File: src/btc_pkg.sv
package btc_pkg;
  // host i/o map of the timing block
  localparam logic [7:0] ADDR_T0_DATA_LO = 8'h80;
  localparam logic [7:0] ADDR_T0_DATA_HI = 8'h81;
  localparam logic [7:0] ADDR_T0_RLD_LO  = 8'h82;
  localparam logic [7:0] ADDR_T0_RLD_HI  = 8'h83;
  localparam logic [7:0] ADDR_T1_DATA_LO = 8'h84;
  localparam logic [7:0] ADDR_T1_DATA_HI = 8'h85;
  localparam logic [7:0] ADDR_T1_RLD_LO  = 8'h86;
  localparam logic [7:0] ADDR_T1_RLD_HI  = 8'h87;
  localparam logic [7:0] ADDR_CHAN0      = 8'h88;
  localparam logic [7:0] ADDR_PERIPH_CMD = 8'h8e;
  localparam logic [7:0] ADDR_TMR_CTRL   = 8'h90;
  localparam logic [7:0] ADDR_TIMER_OUTPUT_LINE_MODE  = 8'h91;
  localparam logic [7:0] RD_UNMAPPED     = 8'h00;
  localparam int         NUM_CHAN        = 4;
  // timer control register fields
  localparam int TCR_EN  = 0;
  localparam int TCR_IE  = 2;
  localparam int TCR_RLD = 4;
  localparam int TCR_FLG = 6;
  // timing
  localparam int          PRT_DIV      = 20;
  localparam logic [4:0]  PRT_DIV_LAST = 5'(PRT_DIV - 1);
  localparam logic [3:0]  PRE16_LAST   = 4'hf;
  localparam logic [7:0]  PRE256_LAST  = 8'hff;
  localparam logic [1:0]  QUARTER_LAST = 2'h3;
  // channel control word fields
  localparam int CW_CTL  = 0;
  localparam int CW_RST  = 1;
  localparam int CW_TCF  = 2;
  localparam int CW_TRIG = 3;
  localparam int CW_RISE = 4;
  localparam int CW_P256 = 5;
  localparam int CW_CNTR = 6;
  localparam int CW_IE   = 7;
  localparam logic [7:0] CW_RESET = 8'h03;
  // peripheral command register fields
  localparam int CMD_PRIO    = 0;
  localparam int CMD_RST_PAR = 2;
  localparam int CMD_RST_SER = 3;
  localparam int CMD_RST_CTR = 4;
  localparam int CMD_AUX     = 5;
  localparam int CMD_BAUD_A  = 6;
  localparam int CMD_BAUD_B  = 7;
  localparam logic [7:0] CMD_RESET = 8'h00;
  typedef enum logic [1:0] {
    BTC_TIMER_OUTPUT_LINE_LOW    = 2'h0,
    BTC_TIMER_OUTPUT_LINE_HIGH   = 2'h1,
    BTC_TIMER_OUTPUT_LINE_TOGGLE = 2'h2
  } btc_timer_output_line_mode_t;
  typedef enum logic [2:0] {
    BTC_CH_IDLE = 3'b001,
    BTC_CH_WAIT = 3'b010,
    BTC_CH_RUN  = 3'b100
  } btc_ch_state_t;
endpackage

File: src/btc_if.sv
`timescale 1ns/1ps
`default_nettype none
interface btc_prt_if;
  logic        load_lo;
  logic        load_hi;
  logic [7:0]  wdata;
  logic        tick;
  logic        en;
  logic        rld;
  logic [15:0] reload;
  logic [15:0] cnt;
  logic        hit;
  modport ctl (output load_lo, load_hi, wdata, tick, en, rld, reload, input cnt, hit);
  modport tmr (input load_lo, load_hi, wdata, tick, en, rld, reload, output cnt, hit);
endinterface // btc_prt_if

interface btc_ctc_if;
  logic       wr;
  logic [7:0] wdata;
  logic       p16;
  logic       p256;
  logic       rise;
  logic       fall;
  logic       urst;
  logic [7:0] cnt;
  logic       zc;
  logic       hit;
  logic       ie;
  modport ctl (output wr, wdata, p16, p256, rise, fall, urst, input cnt, zc, hit, ie);
  modport ch  (input wr, wdata, p16, p256, rise, fall, urst, output cnt, zc, hit, ie);
endinterface // btc_ctc_if
`default_nettype wire

File: src/btc_prt.sv
`timescale 1ns/1ps
`default_nettype none
module btc_prt
  import btc_pkg::*;
(
  input  wire logic i_clk,
  input  wire logic i_reset,
  btc_prt_if.tmr    bus
);
  typedef struct packed {
    logic [15:0] cnt;
    logic        hit;
  } btc_prt_st_t;
  btc_prt_st_t st_reg, st_next;
  logic [15:0] dec;

  always_comb
  begin
    st_next = st_reg;
    st_next.hit = 1'b0;
    dec = st_reg.cnt - 16'h0001;
    // a stopped timer sits at zero and does not wrap
    if (bus.tick && bus.en && st_reg.cnt != 16'h0000)
    begin
      st_next.cnt = dec;
      if (dec == 16'h0000)
      begin
        st_next.hit = 1'b1;
        if (bus.rld)
        begin
          st_next.cnt = bus.reload;
        end
      end
    end
    // host may rewrite the count at any time, even mid-interval
    if (bus.load_lo)
    begin
      st_next.cnt[7:0] = bus.wdata;
    end
    if (bus.load_hi)
    begin
      st_next.cnt[15:8] = bus.wdata;
    end
  end

  always_ff @(posedge i_clk)
  begin
    if (i_reset)
    begin
      st_reg <= '0;
    end
    else
    begin
      st_reg <= st_next;
    end
  end

  assign bus.cnt = st_reg.cnt;
  assign bus.hit = st_reg.hit;
endmodule // btc_prt
`default_nettype wire

File: src/btc_ctc_chan.sv
`timescale 1ns/1ps
`default_nettype none
module btc_ctc_chan
  import btc_pkg::*;
(
  input  wire logic i_clk,
  input  wire logic i_reset,
  btc_ctc_if.ch     bus
);
  typedef struct packed {
    btc_ch_state_t state;
    logic [7:0]    ctl;
    logic [7:0]    tconst;
    logic [7:0]    cnt;
    logic          tc_pend;
    logic          zc;
    logic          hit;
  } btc_ch_st_t;
  btc_ch_st_t st_reg, st_next;
  logic edge_sel;
  logic tick;

  always_comb
  begin
    st_next = st_reg;
    st_next.hit = 1'b0;
    edge_sel = st_reg.ctl[CW_RISE] ? bus.rise : bus.fall;
    // pin edges (quarter-rate clock on a selected baud channel) clock in counter mode, prescaled system clock in timer mode
    if (st_reg.ctl[CW_CNTR])
    begin
      tick = edge_sel;
    end
    else
    begin
      tick = st_reg.ctl[CW_P256] ? bus.p256 : bus.p16;
    end
    if (st_reg.ctl[CW_CNTR] == 1'b0)
    begin
      st_next.zc = 1'b0;
    end
    case (st_reg.state)
      BTC_CH_WAIT:
      begin
        if (edge_sel)
        begin
          st_next.state = BTC_CH_RUN;
        end
      end
      BTC_CH_RUN:
      begin
        if (tick)
        begin
          st_next.cnt = st_reg.cnt - 8'h01;
          if (st_reg.cnt == 8'h01)
          begin
            st_next.hit = 1'b1;
            st_next.zc  = 1'b1;
            if (st_reg.ctl[CW_CNTR])
            begin
              st_next.state = BTC_CH_IDLE;
              st_next.cnt   = 8'h00;
            end
            else
            begin
              st_next.cnt = st_reg.tconst;
            end
          end
        end
      end
      default:
      begin
        st_next.state = BTC_CH_IDLE;
      end
    endcase
    if (bus.wr)
    begin
      if (st_reg.tc_pend)
      begin
        st_next.tconst  = bus.wdata;
        st_next.cnt     = bus.wdata;
        st_next.tc_pend = 1'b0;
        st_next.zc      = 1'b0;
        if (st_reg.ctl[CW_TRIG] && !st_reg.ctl[CW_CNTR])
        begin
          st_next.state = BTC_CH_WAIT;
        end
        else
        begin
          st_next.state = BTC_CH_RUN;
        end
      end
      else if (bus.wdata[CW_CTL])
      begin
        st_next.ctl     = bus.wdata;
        st_next.tc_pend = bus.wdata[CW_TCF];
        if (bus.wdata[CW_RST])
        begin
          st_next.state = BTC_CH_IDLE;
          st_next.zc    = 1'b0;
        end
      end
    end
    if (bus.urst)
    begin
      st_next = '{state: BTC_CH_IDLE, ctl: CW_RESET, default: '0};
    end
  end

  always_ff @(posedge i_clk)
  begin
    if (i_reset)
    begin
      st_reg <= '{state: BTC_CH_IDLE, ctl: CW_RESET, default: '0};
    end
    else
    begin
      st_reg <= st_next;
    end
  end

  assign bus.cnt = st_reg.cnt;
  assign bus.zc  = st_reg.zc;
  assign bus.hit = st_reg.hit;
  assign bus.ie  = st_reg.ctl[CW_IE];
endmodule // btc_ctc_chan
`default_nettype wire

File: src/btc_timers.sv
`timescale 1ns/1ps
`default_nettype none
module btc_timers
  import btc_pkg::*;
(
  input  wire logic       i_clk,
  input  wire logic       i_reset,
  input  wire logic [7:0] i_io_addr,
  input  wire logic [7:0] i_io_wdata,
  input  wire logic       i_io_wr,
  input  wire logic       i_io_rd,
  input  wire logic       i_int_ack,
  input  wire logic [3:0] i_clock_or_trigger_input,
  output logic      [7:0] o_io_rdata,
  output logic      [1:0] o_cpu_irq,
  output logic            o_periph_irq,
  output logic      [7:0] o_int_vector,
  output logic            o_timer_output_line,
  output logic      [3:0] o_zero_count_output,
  output logic            o_baud_clk_a,
  output logic            o_baud_clk_b,
  output logic            o_reset_parallel,
  output logic            o_reset_serial,
  output logic            o_auxiliary_port_ctl,
  output logic      [1:0] o_prio_order
);
  typedef struct packed {
    logic [3:0]  sy1;
    logic [3:0]  sy2;
    logic [3:0]  sy3;
    logic [4:0]  div20;
    logic [7:0]  pre;
    logic [1:0]  qdiv;
    logic [1:0]  en;
    logic [1:0]  ie;
    logic [1:0]  rld;
    logic [1:0]  flag;
    logic [1:0]  omode;
    logic        timer_output_line;
    logic [15:0] rl0;
    logic [15:0] rl1;
    logic [7:0]  cmd;
    logic        rst_par;
    logic        rst_ser;
    logic        rst_ctr;
    logic [4:0]  vbase;
    logic        tcp0;
    logic [3:0]  pend;
    logic [1:0]  cpu_irq;
    logic        per_irq;
    logic [7:0]  vec;
    logic [1:0]  vsel;
    logic [7:0]  rdata;
  } btc_top_st_t;

  btc_top_st_t st_reg, st_next;

  btc_prt_if prt_bus [2] ();
  btc_ctc_if ch_bus [NUM_CHAN] ();

  logic [15:0] prt_cnt [2];
  logic [1:0]  prt_hit;
  logic [7:0]  ch_cnt [NUM_CHAN];
  logic [3:0]  ch_zc;
  logic [3:0]  ch_hit;
  logic [3:0]  ch_ie;
  logic        tick20;
  logic        p16;
  logic        p256;
  logic        quarter;
  logic [3:0]  rise;
  logic [3:0]  fall;
  logic [3:0]  ch_wr;

  function automatic logic [7:0] pick_byte(input logic [15:0] w, input logic hi);
    pick_byte = hi ? w[15:8] : w[7:0];
  endfunction

  function automatic logic [1:0] first_set(input logic [3:0] v);
    logic [1:0] r;
    r = 2'd0;
    if (v[3]) r = 2'd3;
    if (v[2]) r = 2'd2;
    if (v[1]) r = 2'd1;
    if (v[0]) r = 2'd0;
    first_set = r;
  endfunction

  // enable pulses taken from registered dividers, one system clock wide
  assign tick20  = (st_reg.div20 == PRT_DIV_LAST);
  assign p16     = (st_reg.pre[3:0] == PRE16_LAST);
  assign p256    = (st_reg.pre == PRE256_LAST);
  assign quarter = (st_reg.qdiv == QUARTER_LAST);
  assign rise    = st_reg.sy2 & ~st_reg.sy3;
  assign fall    = ~st_reg.sy2 & st_reg.sy3;

  always_comb
  begin
    for (int i = 0; i < NUM_CHAN; i++)
    begin
      ch_wr[i] = i_io_wr && (i_io_addr == ADDR_CHAN0 + 8'(i));
    end
  end

  genvar g;
  generate
    for (g = 0; g < 2; g++)
    begin : g_prt
      assign prt_bus[g].load_lo = i_io_wr && (i_io_addr == (g == 0 ? ADDR_T0_DATA_LO
                                                                   : ADDR_T1_DATA_LO));
      assign prt_bus[g].load_hi = i_io_wr && (i_io_addr == (g == 0 ? ADDR_T0_DATA_HI
                                                                   : ADDR_T1_DATA_HI));
      assign prt_bus[g].wdata   = i_io_wdata;
      assign prt_bus[g].tick    = tick20;
      assign prt_bus[g].en      = st_reg.en[g];
      assign prt_bus[g].rld     = st_reg.rld[g];
      assign prt_bus[g].reload  = (g == 0) ? st_reg.rl0 : st_reg.rl1;
      assign prt_cnt[g]         = prt_bus[g].cnt;
      assign prt_hit[g]         = prt_bus[g].hit;
      btc_prt u_prt (
        .i_clk   (i_clk),
        .i_reset (i_reset),
        .bus     (prt_bus[g])
      );
    end
    for (g = 0; g < NUM_CHAN; g++)
    begin : g_ch
      // the two baud channels may take the quarter-rate clock instead of the pin
      if (g >= 2)
      begin : g_baud
        logic qsel;
        assign qsel = st_reg.cmd[CMD_BAUD_A + g - 2];
        assign ch_bus[g].rise = qsel ? quarter : rise[g];
        assign ch_bus[g].fall = qsel ? quarter : fall[g];
      end
      else
      begin : g_pin
        assign ch_bus[g].rise = rise[g];
        assign ch_bus[g].fall = fall[g];
      end
      // vector words go to channel zero only, never into a channel's control
      assign ch_bus[g].wr    = ch_wr[g];
      assign ch_bus[g].wdata = i_io_wdata;
      assign ch_bus[g].p16   = p16;
      assign ch_bus[g].p256  = p256;
      assign ch_bus[g].urst  = st_reg.rst_ctr;
      assign ch_cnt[g]       = ch_bus[g].cnt;
      assign ch_zc[g]        = ch_bus[g].zc;
      assign ch_hit[g]       = ch_bus[g].hit;
      assign ch_ie[g]        = ch_bus[g].ie;
      btc_ctc_chan u_ch (
        .i_clk   (i_clk),
        .i_reset (i_reset),
        .bus     (ch_bus[g])
      );
    end
  endgenerate

  always_comb
  begin
    st_next = st_reg;
    st_next.sy1 = i_clock_or_trigger_input;
    st_next.sy2 = st_reg.sy1;
    st_next.sy3 = st_reg.sy2;
    st_next.div20 = tick20 ? 5'h00 : st_reg.div20 + 5'h01;
    st_next.pre   = st_reg.pre + 8'h01;
    st_next.qdiv  = st_reg.qdiv + 2'h1;
    st_next.rst_par = 1'b0;
    st_next.rst_ser = 1'b0;
    st_next.rst_ctr = 1'b0;

    // register writes
    if (i_io_wr)
    begin
      if (i_io_addr == ADDR_T0_RLD_LO)
      begin
        st_next.rl0[7:0] = i_io_wdata;
      end
      else if (i_io_addr == ADDR_T0_RLD_HI)
      begin
        st_next.rl0[15:8] = i_io_wdata;
      end
      else if (i_io_addr == ADDR_T1_RLD_LO)
      begin
        st_next.rl1[7:0] = i_io_wdata;
      end
      else if (i_io_addr == ADDR_T1_RLD_HI)
      begin
        st_next.rl1[15:8] = i_io_wdata;
      end
      else if (i_io_addr == ADDR_TMR_CTRL)
      begin
        st_next.en  = i_io_wdata[TCR_EN +: 2];
        st_next.ie  = i_io_wdata[TCR_IE +: 2];
        st_next.rld = i_io_wdata[TCR_RLD +: 2];
      end
      else if (i_io_addr == ADDR_TIMER_OUTPUT_LINE_MODE)
      begin
        st_next.omode = i_io_wdata[1:0];
      end
      else if (i_io_addr == ADDR_PERIPH_CMD)
      begin
        st_next.cmd     = i_io_wdata;
        st_next.rst_par = i_io_wdata[CMD_RST_PAR];
        st_next.rst_ser = i_io_wdata[CMD_RST_SER];
        st_next.rst_ctr = i_io_wdata[CMD_RST_CTR];
        st_next.cmd[CMD_RST_PAR] = 1'b0;
        st_next.cmd[CMD_RST_SER] = 1'b0;
        st_next.cmd[CMD_RST_CTR] = 1'b0;
      end
      else if (ch_wr[0])
      begin
        // mirror of channel zero's pending constant: an even constant is no vector
        st_next.tcp0 = !st_reg.tcp0 && i_io_wdata[CW_CTL] && i_io_wdata[CW_TCF];
        if (!st_reg.tcp0 && !i_io_wdata[CW_CTL])
        begin
          st_next.vbase = i_io_wdata[7:3];
        end
      end
    end

    // register reads; counts are sampled, never disturbed
    if (i_io_rd)
    begin
      if (i_io_addr == ADDR_T0_DATA_LO || i_io_addr == ADDR_T0_DATA_HI)
      begin
        st_next.rdata = pick_byte(prt_cnt[0], i_io_addr[0]);
      end
      else if (i_io_addr == ADDR_T1_DATA_LO || i_io_addr == ADDR_T1_DATA_HI)
      begin
        st_next.rdata = pick_byte(prt_cnt[1], i_io_addr[0]);
      end
      else if (i_io_addr == ADDR_T0_RLD_LO || i_io_addr == ADDR_T0_RLD_HI)
      begin
        st_next.rdata = pick_byte(st_reg.rl0, i_io_addr[0]);
      end
      else if (i_io_addr == ADDR_T1_RLD_LO || i_io_addr == ADDR_T1_RLD_HI)
      begin
        st_next.rdata = pick_byte(st_reg.rl1, i_io_addr[0]);
      end
      else if (i_io_addr >= ADDR_CHAN0 && i_io_addr < ADDR_CHAN0 + 8'(NUM_CHAN))
      begin
        st_next.rdata = ch_cnt[i_io_addr[1:0]];
      end
      else if (i_io_addr == ADDR_TMR_CTRL)
      begin
        st_next.rdata = {st_reg.flag, st_reg.rld, st_reg.ie, st_reg.en};
        st_next.flag  = 2'b00;
      end
      else if (i_io_addr == ADDR_TIMER_OUTPUT_LINE_MODE)
      begin
        st_next.rdata = {6'h00, st_reg.omode};
      end
      else
      begin
        st_next.rdata = RD_UNMAPPED;
      end
    end

    // termination flags: a new termination beats the read-clear
    st_next.flag    = st_next.flag | prt_hit;
    st_next.cpu_irq = st_next.flag & st_reg.ie;

    // timer output line
    case (st_reg.omode)
      BTC_TIMER_OUTPUT_LINE_LOW:
      begin
        st_next.timer_output_line = 1'b0;
      end
      BTC_TIMER_OUTPUT_LINE_HIGH:
      begin
        st_next.timer_output_line = 1'b1;
      end
      BTC_TIMER_OUTPUT_LINE_TOGGLE:
      begin
        // one flip per reload gives equal high and low halves
        if (prt_hit[1] && st_reg.rld[1])
        begin
          st_next.timer_output_line = ~st_reg.timer_output_line;
        end
      end
      default:
      begin
        st_next.timer_output_line = st_reg.timer_output_line;
      end
    endcase

    // channel interrupts: acknowledge clears the presented source
    if (i_int_ack && st_reg.per_irq)
    begin
      st_next.pend[st_reg.vsel] = 1'b0;
    end
    st_next.pend    = st_next.pend | (ch_hit & ch_ie);
    st_next.per_irq = |st_next.pend;
    st_next.vsel    = first_set(st_next.pend);
    st_next.vec     = {st_reg.vbase, st_next.vsel, 1'b0};
    if (st_reg.rst_ctr)
    begin
      st_next.pend    = 4'h0;
      st_next.per_irq = 1'b0;
      st_next.tcp0    = 1'b0;
    end
  end

  always_ff @(posedge i_clk)
  begin
    if (i_reset)
    begin
      st_reg <= '{cmd: CMD_RESET, default: '0};
    end
    else
    begin
      st_reg <= st_next;
    end
  end

  assign o_io_rdata           = st_reg.rdata;
  assign o_cpu_irq            = st_reg.cpu_irq;
  assign o_periph_irq         = st_reg.per_irq;
  assign o_int_vector         = st_reg.vec;
  assign o_timer_output_line  = st_reg.timer_output_line;
  assign o_zero_count_output  = ch_zc;
  assign o_baud_clk_a         = ch_zc[2];
  assign o_baud_clk_b         = ch_zc[3];
  assign o_reset_parallel     = st_reg.rst_par;
  assign o_reset_serial       = st_reg.rst_ser;
  assign o_auxiliary_port_ctl = st_reg.cmd[CMD_AUX];
  assign o_prio_order         = st_reg.cmd[CMD_PRIO +: 2];
endmodule // btc_timers
`default_nettype wire

File: config.mk
export PLATFORM = sky130hd
export DESIGN_NAME = btc_timers
export DESIGN_NICKNAME = d
export VERILOG_FILES = /design/src/btc_pkg.sv /design/src/btc_if.sv /design/src/btc_prt.sv /design/src/btc_ctc_chan.sv /design/src/btc_timers.sv
export SDC_FILE = /design/constraint.sdc
export NUM_CORES = 1
export LEC_CHECK = 0
export BUFFER_PORTS_ARGS = -buffer_cell sky130_fd_sc_hd__clkbuf_2
export CAP_MARGIN = 10
export CORE_MARGIN = 2
export CORE_UTILIZATION = 47
export CTS_CLUSTER_DIAMETER = 100
export CTS_CLUSTER_SIZE = 16
export DETAILED_ROUTE_END_ITERATION = 10
export GPL_ROUTABILITY_DRIVEN = 0
export MAX_ROUTING_LAYER = met4
export PLACE_DENSITY_LB_ADDON = 0.2
export SETUP_SLACK_MARGIN = 0.2
export SLEW_MARGIN = 20
export SYNTH_ARGS = -nofsm -noshare
export SYNTH_HDL_FRONTEND = slang
export SYNTH_SLANG_ARGS = --single-unit
File: constraint.sdc
create_clock -name i_clk -period 6.93 [get_ports i_clk]
set_input_delay 1.386 -clock i_clk [delete_from_list [all_inputs] [get_ports i_clk]]
set_output_delay 1.386 -clock i_clk [all_outputs]
set_load 0.03 [all_outputs]
### Yosys cells after proc, flatten, opt, wreduce, memory -nomap -nowiden

Cells that the tools add are included.

* register bits after elaboration: 259
* output and inout bits: 31
* logic and storage cells: 364

* $add $sub $neg: 9
* magnitude comparators: 5
* equality and inequality tests: 34
* muxes and demuxes: 148
* bitwise operators: 34
* reduce and logical (&&, ||, !) cells: 71

Operators by type and width (count)
* two-way mux 8 bit: 36
* equality test 8 bit (second input constant): 16
* two-way mux 29 bit: 4
* two-way mux 16 bit: 6
* two-way mux 3 bit: 28
* two-way mux 17 bit: 4
* two-way mux 2 bit: 32
* two-way mux 11 bit: 4
* equality test 8 x 1 -> 1 bit (second input constant): 4
* logical NOT 16 bit: 2
* nonzero test 16 bit: 2
* subtractor 16 x 1 -> 16 bit (second input constant): 2
* subtractor 8 x 1 -> 8 bit (second input constant): 4
* two-way mux 1 bit: 26
* case mux 3 bit (2 select lines): 4
* logical AND 1 bit: 23
* inverter 1 bit: 23
* OR reduction 4 bit: 5
* bitwise AND 4 bit: 4
* binary-select mux 8 bit (select 2 bit): 1
* AND reduction 3 bit: 5
* equality test 3 x 2 -> 1 bit (second input constant): 4
* equality test 3 bit (second input constant): 4
* inverter 4 bit: 3
* 35 further kinds: 55

### Depth between registers and ports, before layout

Gate-level depths: netlist of the first run.

* depth in word-level cells: 12
* mapped depth: 10
* mapped depth without buffers: 8

### Cells and area by module

From an unflattened synthesis of the first run, not the netlist that was laid out.

* cell total of the unflattened synthesis: 1642
* area total of the unflattened synthesis: 13845.8 um^2

By module, submodules not included
* btc_ctc_chan: instances 4, cells each 175, area an instance 1403.8 um^2, sequential area each 540.5 um^2
* btc_timers: instances 1, cells each 534, area an instance 5207.5 um^2, sequential area each 2122.0 um^2
* btc_prt: instances 2, cells each 204, area an instance 1511.4 um^2, sequential area each 340.3 um^2

### Worst setup path before layout of the first run

OpenSTA, ideal clock, no wires.

* path kind: input port to flip-flop
* start: in i_io_addr[5]
* end: reg g_ch[1].u_ch.st_reg[22] (netlist name)
* setup time: 128 ps
* arrival: 3543 ps
* required time: 6802 ps
* path slack: 3259 ps
* stages: 7
* cell sequence: or4b_2 > nor2_1 > clkbuf_1 > nand2_1 > nor3b_1 > mux2i_1 > nor2_1

* word-level cells in the longest chain between the ends: 3

RTL lines
* start, declared: RTL line btc_timers.sv:8 `input wire logic [7:0] i_io_addr,`
* equality test 8 bit: RTL line btc_timers.sv:101 `ch_wr[i] = i_io_wr && (i_io_addr == ADDR_CHAN0 + 8'(i));`
* logical AND 1 bit: RTL line btc_timers.sv:101
* AND reduction 3 bit (no line)
* end signal, assigned: RTL line btc_ctc_chan.sv:117 `st_reg <= st_next;`
* end, declared: RTL line btc_ctc_chan.sv:19 `btc_ch_st_t st_reg, st_next;`

No other way between the ends.
A chain may end at the register's enable or synchronous reset.

### Worst setup path after layout of the first run

* start: in i_io_addr[4]
* end: reg g_ch[1].u_ch.st_reg[24] (netlist name)

Same word-level chain as after synthesis.

==> run metrics, run 1 <==
die height=169 um; Top cell by count, worst path=nor2_1; placed inst area=roughly 13,000 um^2; Avg Inst Size Synth=about 8 um^2; RSZ-0062 raised after global routing=no; clock group share of total power=about two fifths; post-synth top area share=a little under 40%; switching power=approximately 620 uW; final hold violation count=0; Slew @ Worst Pin=approximately 1200 ps; Main synth FF type=dfxtp_1; Sw Share=between 20% and 30%; Via density=a little over 6; core area=approximately 27,000 um^2; most frequent cell after synthesis=dfxtp_1; Yosys top cell by area=dfxtp_1; HP Class=flop to flop; CTS-repair resized insts=0; P&R area growth vs syn=5.49%; max reg flops=64; YS warnings=0; Post-CTS Setup Bufs=0; CP cell instances=clkbuf_2, or4b_2, nor2_1, buf_4, nand2_1, nor3b_1, mux2i_1, nor2_1; Slowest-stage cell, CP=or4b_2; grt ovf=0; Slew headroom=22.0%; final setup violation count=0; Leak=around 0.0047 uW; Post-Route Skew=approximately 16 ps; Initial Utilization=47.6%; CP Launch Type=input port; routed vias=around 12,000; Comb power frac=approximately 5.2%; # nets final=around 1,600; clk sinks=248; Worst-Skew Late Latency=510 ps; CP peak stage delay=820 ps; DRT iter0 DRCs=approximately 1,400; DRC=0; initial antenna violation count=0; Clock Root Buffer=clkbuf_16; final core occ=between 50% and 60%; Max clock buf depth=3; Reg power frac=between 50% and 60%; cts hold-fix bufs=0; largest net degree at the start of global routing=slightly below 90; die area=approximately 29,000 um^2; WP data required=between 7000 and 8000 ps; Die Wd=169 um; sequential area share after synthesis=38.8%; Synth area leaders=dfxtp_1 39%, a21oi_1 5.7%, nand2_1 5.4%, mux2i_1 5.2%, nor2_1 4.6%; # IOs=56; GRT Total Usage=between 20% and 30%; max-slew violation count=0; #FFs+latches synth=about 250; worst ir drop on vdd=~0.00016 V; dpl hpwl=around 25,000 um; Pint=just under 2000 uW; DR WL/cell=between 20 and 25 um; Worst Path Arrival=roughly 4400 ps; Post-synth EDFFs=0; library cells used by synthesis=75; Setup TNS=0 ps; cells after synthesis=about 1,600; post-route cell area=13,500 um^2; Place WS=2400 ps; Reg2Reg Depth=9; WL final=between 30,000 and 40,000 um; CTS clk-pin slew, worst paths=roughly 70 ps; period utilization=between 50 and 60%; Final WS setup=2860 ps; Syn Nets=around 1,600; FMAX=246 MHz; vias in the first global route=roughly 11,000; FP Rows=60; H-tree Lvls=1; CTS Buf Count=19; drt pass-1 iters=5; maximum fanout along the worst path=15; share of cells above drive strength 1=under 10%; post-synthesis cell area=12,800 um^2; WHS Path Cells=1; number of I/O port buffers=between 50 and 60; PwrDens=roughly 190 nW/um^2; final worst path period need=4070 ps; Overall Power=between 2000 and 3000 uW; Crit Path Class=input port to flop; # diodes=0; number of nets with antenna violations after routing=0; Max Cap Viol=0; ys async rst share=0%; Commonest cells post-synth=248 x dfxtp_1, 185 x nand2_1, 158 x nor2_1, 147 x a21oi_1, 101 x clkbuf_1; CP Capture Type=flop; first-pass GRT wire length=just under 60,000 um; CTS tree=built; status=completed
critical path, delay by kind of cell:
| kind | cells | cell delay, ps |
|---|---|---|
| mux | 1 | 270 |
| simple gates | 5 | 2300 |
| buf+inv | 2 | 470 |
power by group through the flow:
stage          Combinational, uW  Sequential, uW  Clock [uW]
6_report                     135            1440        1010
5_1_grt                      143            1440        1080
4_1_cts                      133            1440        1030
3_5_place_dp                 132            1470           0
3_3_place_gp                 131            1470           0
2_1_floorplan               89.2            1470           0
path summary, 6_finish.rpt:
kind                               end                 startpoint  slack (ps)
max            g_ch[1].u_ch.st_reg[24]               i_io_addr[4]        2860
min                         st_reg[85]                 st_reg[85]         420
max reg2reg  g_prt[1].u_prt.bus.cnt[1]  g_prt[1].u_prt.bus.cnt[0]        3390
min reg2reg                 st_reg[85]                 st_reg[85]         420
kinds of logic after synthesis:
family | count (synthesis) | synth area share (%)
AOI/OAI and AO/OA | 385 | 19.3
xor gates and xnor gates | 24 | 1.64
adders and majority gates | 18 | 1.76
buffers and inverters | 164 | 5.63
DFF | 248 | 38.8
muxes | 76 | 6.83
other | 1 | 0.0293
and+or+nand+nor | 671 | 26.0
routing by layer:
metal  global-route usage [%]  vias to the layer above  routed length, um
met5                        -                        -                  0
met4                     8.66                        0               1230
met3                     2.57                       72               2290
met2                     42.0                      436              17500
met1                     36.9                     5540              16900
li1                         -                     5640                  -
cell type report:
| cell class | count | area, um^2 |
|---|---|---|
| Tap cell | 341 | 427 |
| Clock buffer | 20 | 489 |
| Clock inverter | 2 | 17.5 |
| Inverter | 27 | 101 |
| Sequential cell | 248 | 4960 |
| Fill cell | 2613 | 13400 |
| Multi-Input combinational cell | 1175 | 7120 |
| Timing Repair Buffer | 69 | 385 |
placed cells by master (no fill, tap or decap), types with 11 or more instances in the layout:
cell | synthesis | routed
mux2i_1 | 66 | 66
a31oi_1 | 13 | 13
inv_1 | 24 | 24
nand2_1 | 185 | 185
clkbuf_2 | 1 | 53
o22ai_1 | 17 | 17
nor2b_1 | 27 | 27
nand3_1 | 69 | 69
buf_4 | 25 | 16
dfxtp_1 | 248 | 248
xnor2_1 | 16 | 16
a211oi_1 | 18 | 18
a221oi_1 | 11 | 11
nor3_1 | 57 | 57
nor4_1 | 32 | 32
nand4_1 | 13 | 13
or3_1 | 12 | 12
clkbuf_16 | 0 | 19
nand3b_1 | 13 | 13
nand2b_1 | 17 | 17
nor3b_1 | 14 | 14
o211ai_1 | 12 | 12
o21a_1 | 12 | 12
o221ai_1 | 13 | 13
and2_1 | 11 | 11
nor2_1 | 158 | 158
a21oi_1 | 147 | 147
ha_1 | 18 | 18
o21ai_0 | 51 | 51
a22oi_1 | 16 | 16
and3_1 | 18 | 18
through the flow:
stage,hold slack (ps),instances
after global placement,401,1860
final,423,1882
after detailed placement,405,1860
after CTS,415,1882
after global routing,424,1882
after floorplan,390,1587
Power figures use the tool's default switching activity.
==> run 2, diff against run 1 <==
--- a/config.mk
+++ b/config.mk
@@ -5,6 +5,7 @@
 export SDC_FILE = /design/constraint.sdc
 export NUM_CORES = 1
 export LEC_CHECK = 0
+export ABC_AREA = 1
 export BUFFER_PORTS_ARGS = -buffer_cell sky130_fd_sc_hd__clkbuf_2
 export CAP_MARGIN = 10
 export CORE_MARGIN = 2
==> constraint.sdc (replaced) <==
create_clock -name i_clk -period 3.8 [get_ports i_clk]
set_input_delay 0.76 -clock i_clk [delete_from_list [all_inputs] [get_ports i_clk]]
set_output_delay 0.76 -clock i_clk [all_outputs]
set_load 0.03 [all_outputs]
==> run 2 against run 1 <==
Against the previous run:
- first-iteration DRC count down 0.37%
- flip-flop and latch count unchanged
- non-clock buffer count down 3
- clock power up 80%
- largest power group unchanged
- power up 82%
- clock skew up 2.8 ps
- highest routed layer unchanged
- core utilization up 0.88 points
- worst setup slack worse by 1900 ps
- via count up 8.8%
==> run metrics, run 2 <==
CTS tree=built; Cells after DPL=2,215 (+19%); Slew headroom=36.1% (+14 points); vias in the first global route=11,500 (+9.4%); share of cells above drive strength 1=7.86% (-0.44 points); initial antenna violation count=1 (+1); CP Launch Type=flop; Worst-Skew Late Latency=510 ps (about the same); post-synth top area share=38.2% (-0.55 points); Main synth FF type=dfxtp_1; commonest non-fill, non-tap cell in the layout=nand2_1; die height=170 um (+0.70%); FMAX=around 350 MHz; sequential area share after synthesis=38.2% (-0.55 points); cells after synthesis=1,892 (+19%); P&R area growth vs syn=6.41%; Via density=5.68 (-8.5%); first-pass GRT wire length=63,000 um (+5.7%); clock group share of total power=38.7% (-0.5 points); worst r2r src=g_prt[1].u_prt.bus.cnt[0]; number of I/O port buffers=54 (unchanged); Max Cap Viol=0 (unchanged); H-tree Lvls=1 (unchanged); Post-CTS Setup Bufs=0 (unchanged); routed vias=12,700 (+8.8%); worst ir drop on vdd=0.000260 V (+62%); final worst path period need=around 2900 ps; Clock Root Buffer=clkbuf_16; final setup violation count=0 (unchanged); DR WL/cell=18.1 um (-10%); CP Capture Type=flop; RSZ-0062 raised after global routing=no; Max clock buf depth=3 (unchanged); Crit Path Class=flop to flop; Syn Nets=1,935 (+19%); DRC=0 (unchanged); Setup TNS=0 ps (unchanged); Post-Route Skew=18.5 ps (+2.82 ps); Pint=3560 uW (+81%); GRT Total Usage=28.4% (+1.5 points); HP Class=flop to flop; most frequent cell after synthesis=nand2_1; largest net degree at the start of global routing=73 (-17%); # IOs=56 (unchanged); # nets final=1,939 (+22%); Sw Share=24.2% (+0.43 points); CTS Buf Count=19 (unchanged); cts hold-fix bufs=0 (unchanged); Comb power frac=5.5% (+0.3 points); final hold violation count=0 (unchanged); post-synthesis cell area=13,000 um^2 (+1.4%); Avg Inst Size Synth=6.87 um^2 (-15%); die area=29,000 um^2 (+1.4%); YS warnings=0 (unchanged); CP Launch Point=g_prt[1].u_prt.bus.cnt[0]; Die Wd=170 um (+0.70%); WL final=40,400 um (+6.6%); Overall Power=4700 uW (+82%); status=completed; Initial Utilization=48.1% (+0.42 points); WHS Path Cells=2 (+1); Synth area leaders=dfxtp_1 38%, nand2_1 9.2%, inv_1 7.7%, o21ai_0 6.3%, nor2_1 5.9%; most frequent cells in the layout=320 x nand2_1, 267 x inv_1, 248 x dfxtp_1, 203 x nor2_1, 163 x o21ai_0; maximum fanout along the worst path=13 (-2); Worst Path Arrival=3310 ps (-1130 ps); Commonest cells post-synth=320 x nand2_1, 267 x inv_1, 248 x dfxtp_1, 203 x nor2_1, 163 x o21ai_0; max reg flops=64 (unchanged); core area=27,000 um^2 (+0.56%); dpl hpwl=29,600 um (+16%); DRT iter0 DRCs=1,351 (-0.37%); Reg2Reg Depth=14 (+5); switching power=1140 uW (+85%); PwrDens=340 nW/um^2 (+78%); WP data required=4230 ps (-3070 ps); drt pass-1 iters=6 (+1); max-slew violation count=0 (unchanged); FP Rows=60 (unchanged); CTS-repair resized insts=0 (unchanged); Leak=0.00557 uW (+17%); #FFs+latches synth=248 (unchanged); library cells used by synthesis=53 (-29%); CTS clk-pin slew, worst paths=80 ps (about the same); Yosys top cell by area=dfxtp_1; Slew @ Worst Pin=951 ps (-203 ps); hold path start=st_next[106]; ys async rst share=0% (unchanged); Post-synth EDFFs=0 (unchanged); grt ovf=0 (unchanged); period utilization=between 70% and 80%; clk sinks=248 (unchanged); Finished Layout Cells=2,237 (+19%); Reg power frac=55.8% (+0.2 points); number of nets with antenna violations after routing=0 (unchanged)
[run 2: cell types whose count changed after synthesis, sizes merged, moves of 26 or more]
cell and delta:
nand3 +40, inv +260, clkbuf -63, mux2i -66, nand4 +26, o21ai +136
nand2 +144, nor2b -27, nor2 +71, nor4 -26, o22ai +47
[run 2: path summary, 6_finish.rpt]
kind,to,slack [ps]
max,g_prt[1].u_prt.bus.cnt[8],920
max reg2reg,g_prt[1].u_prt.bus.cnt[8],920
min reg2reg,st_next[102],410
min,st_next[102],410
[run 2: worst max-delay path, cell delays in order (launching register included)]
cell and delay [ps]:
dfxtp_1 370, inv_1 180, ha_1 360, nand3_1 190, nor2_4 160, nand2_2 80, nand2_1 80, nand2_1 60
nor2_1 80, nand3_1 100, nor2_2 460, nand2_2 310, nand2_1 140, nand3_1 80, a21oi_1 150
[run 2: per-stage QoR]
step | utilization, % | setup WS, ps | instance area [um^2] | hold slack (ps)
2_1_floorplan | - | 1440 | 13000 | 388
3_3_place_gp | 49.3 | 942 | 13300 | 391
3_5_place_dp | 49.3 | 921 | 13300 | 401
4_1_cts | 51.1 | 1030 | 13800 | 406
5_1_grt | 51.1 | 617 | 13800 | 430
6_report | 51.1 | 920 | 13800 | 409
[run 2: area by class of cell]
cell class	count	area (um^2)
Fill cell	2709	13200
Multi-Input combinational cell	1269	6490
Sequential cell	248	4960
Inverter	292	1100
Clock buffer	19	475
Tap cell	341	427
Timing Repair Buffer	66	360
Clock inverter	1	8.76
Antenna cell	1	2.50
[run 2: metal layers]
layer	wire length [um]	share of wire [%]	track usage (%)
met1	18400	45	38.9
met5	0	0	-
met3	3350	8.3	4.23
met4	1200	3.0	8.81
met2	17500	43	43.0
[run 2: cells by family (layout without fill, tap and decap cells)]
group	after synthesis	after routing	share of synthesized area, %
fa+ha+maj	18	18	1.73
xor+xnor	23	23	1.61
simple gates	755	755	26.1
compound gates	472	472	20.5
other cells	1	2	0.0289
flops	248	248	38.2
buf+inv	375	378	11.8
[run 2: power groups by stage]
stage	sequential, uW	clock [uW]	combinational [uW]
after global placement	2690	0	251
after global routing	2630	1950	281
final	2620	1820	260
after detailed placement	2690	0	253
after CTS	2620	1850	254
after floorplan	2680	0	161
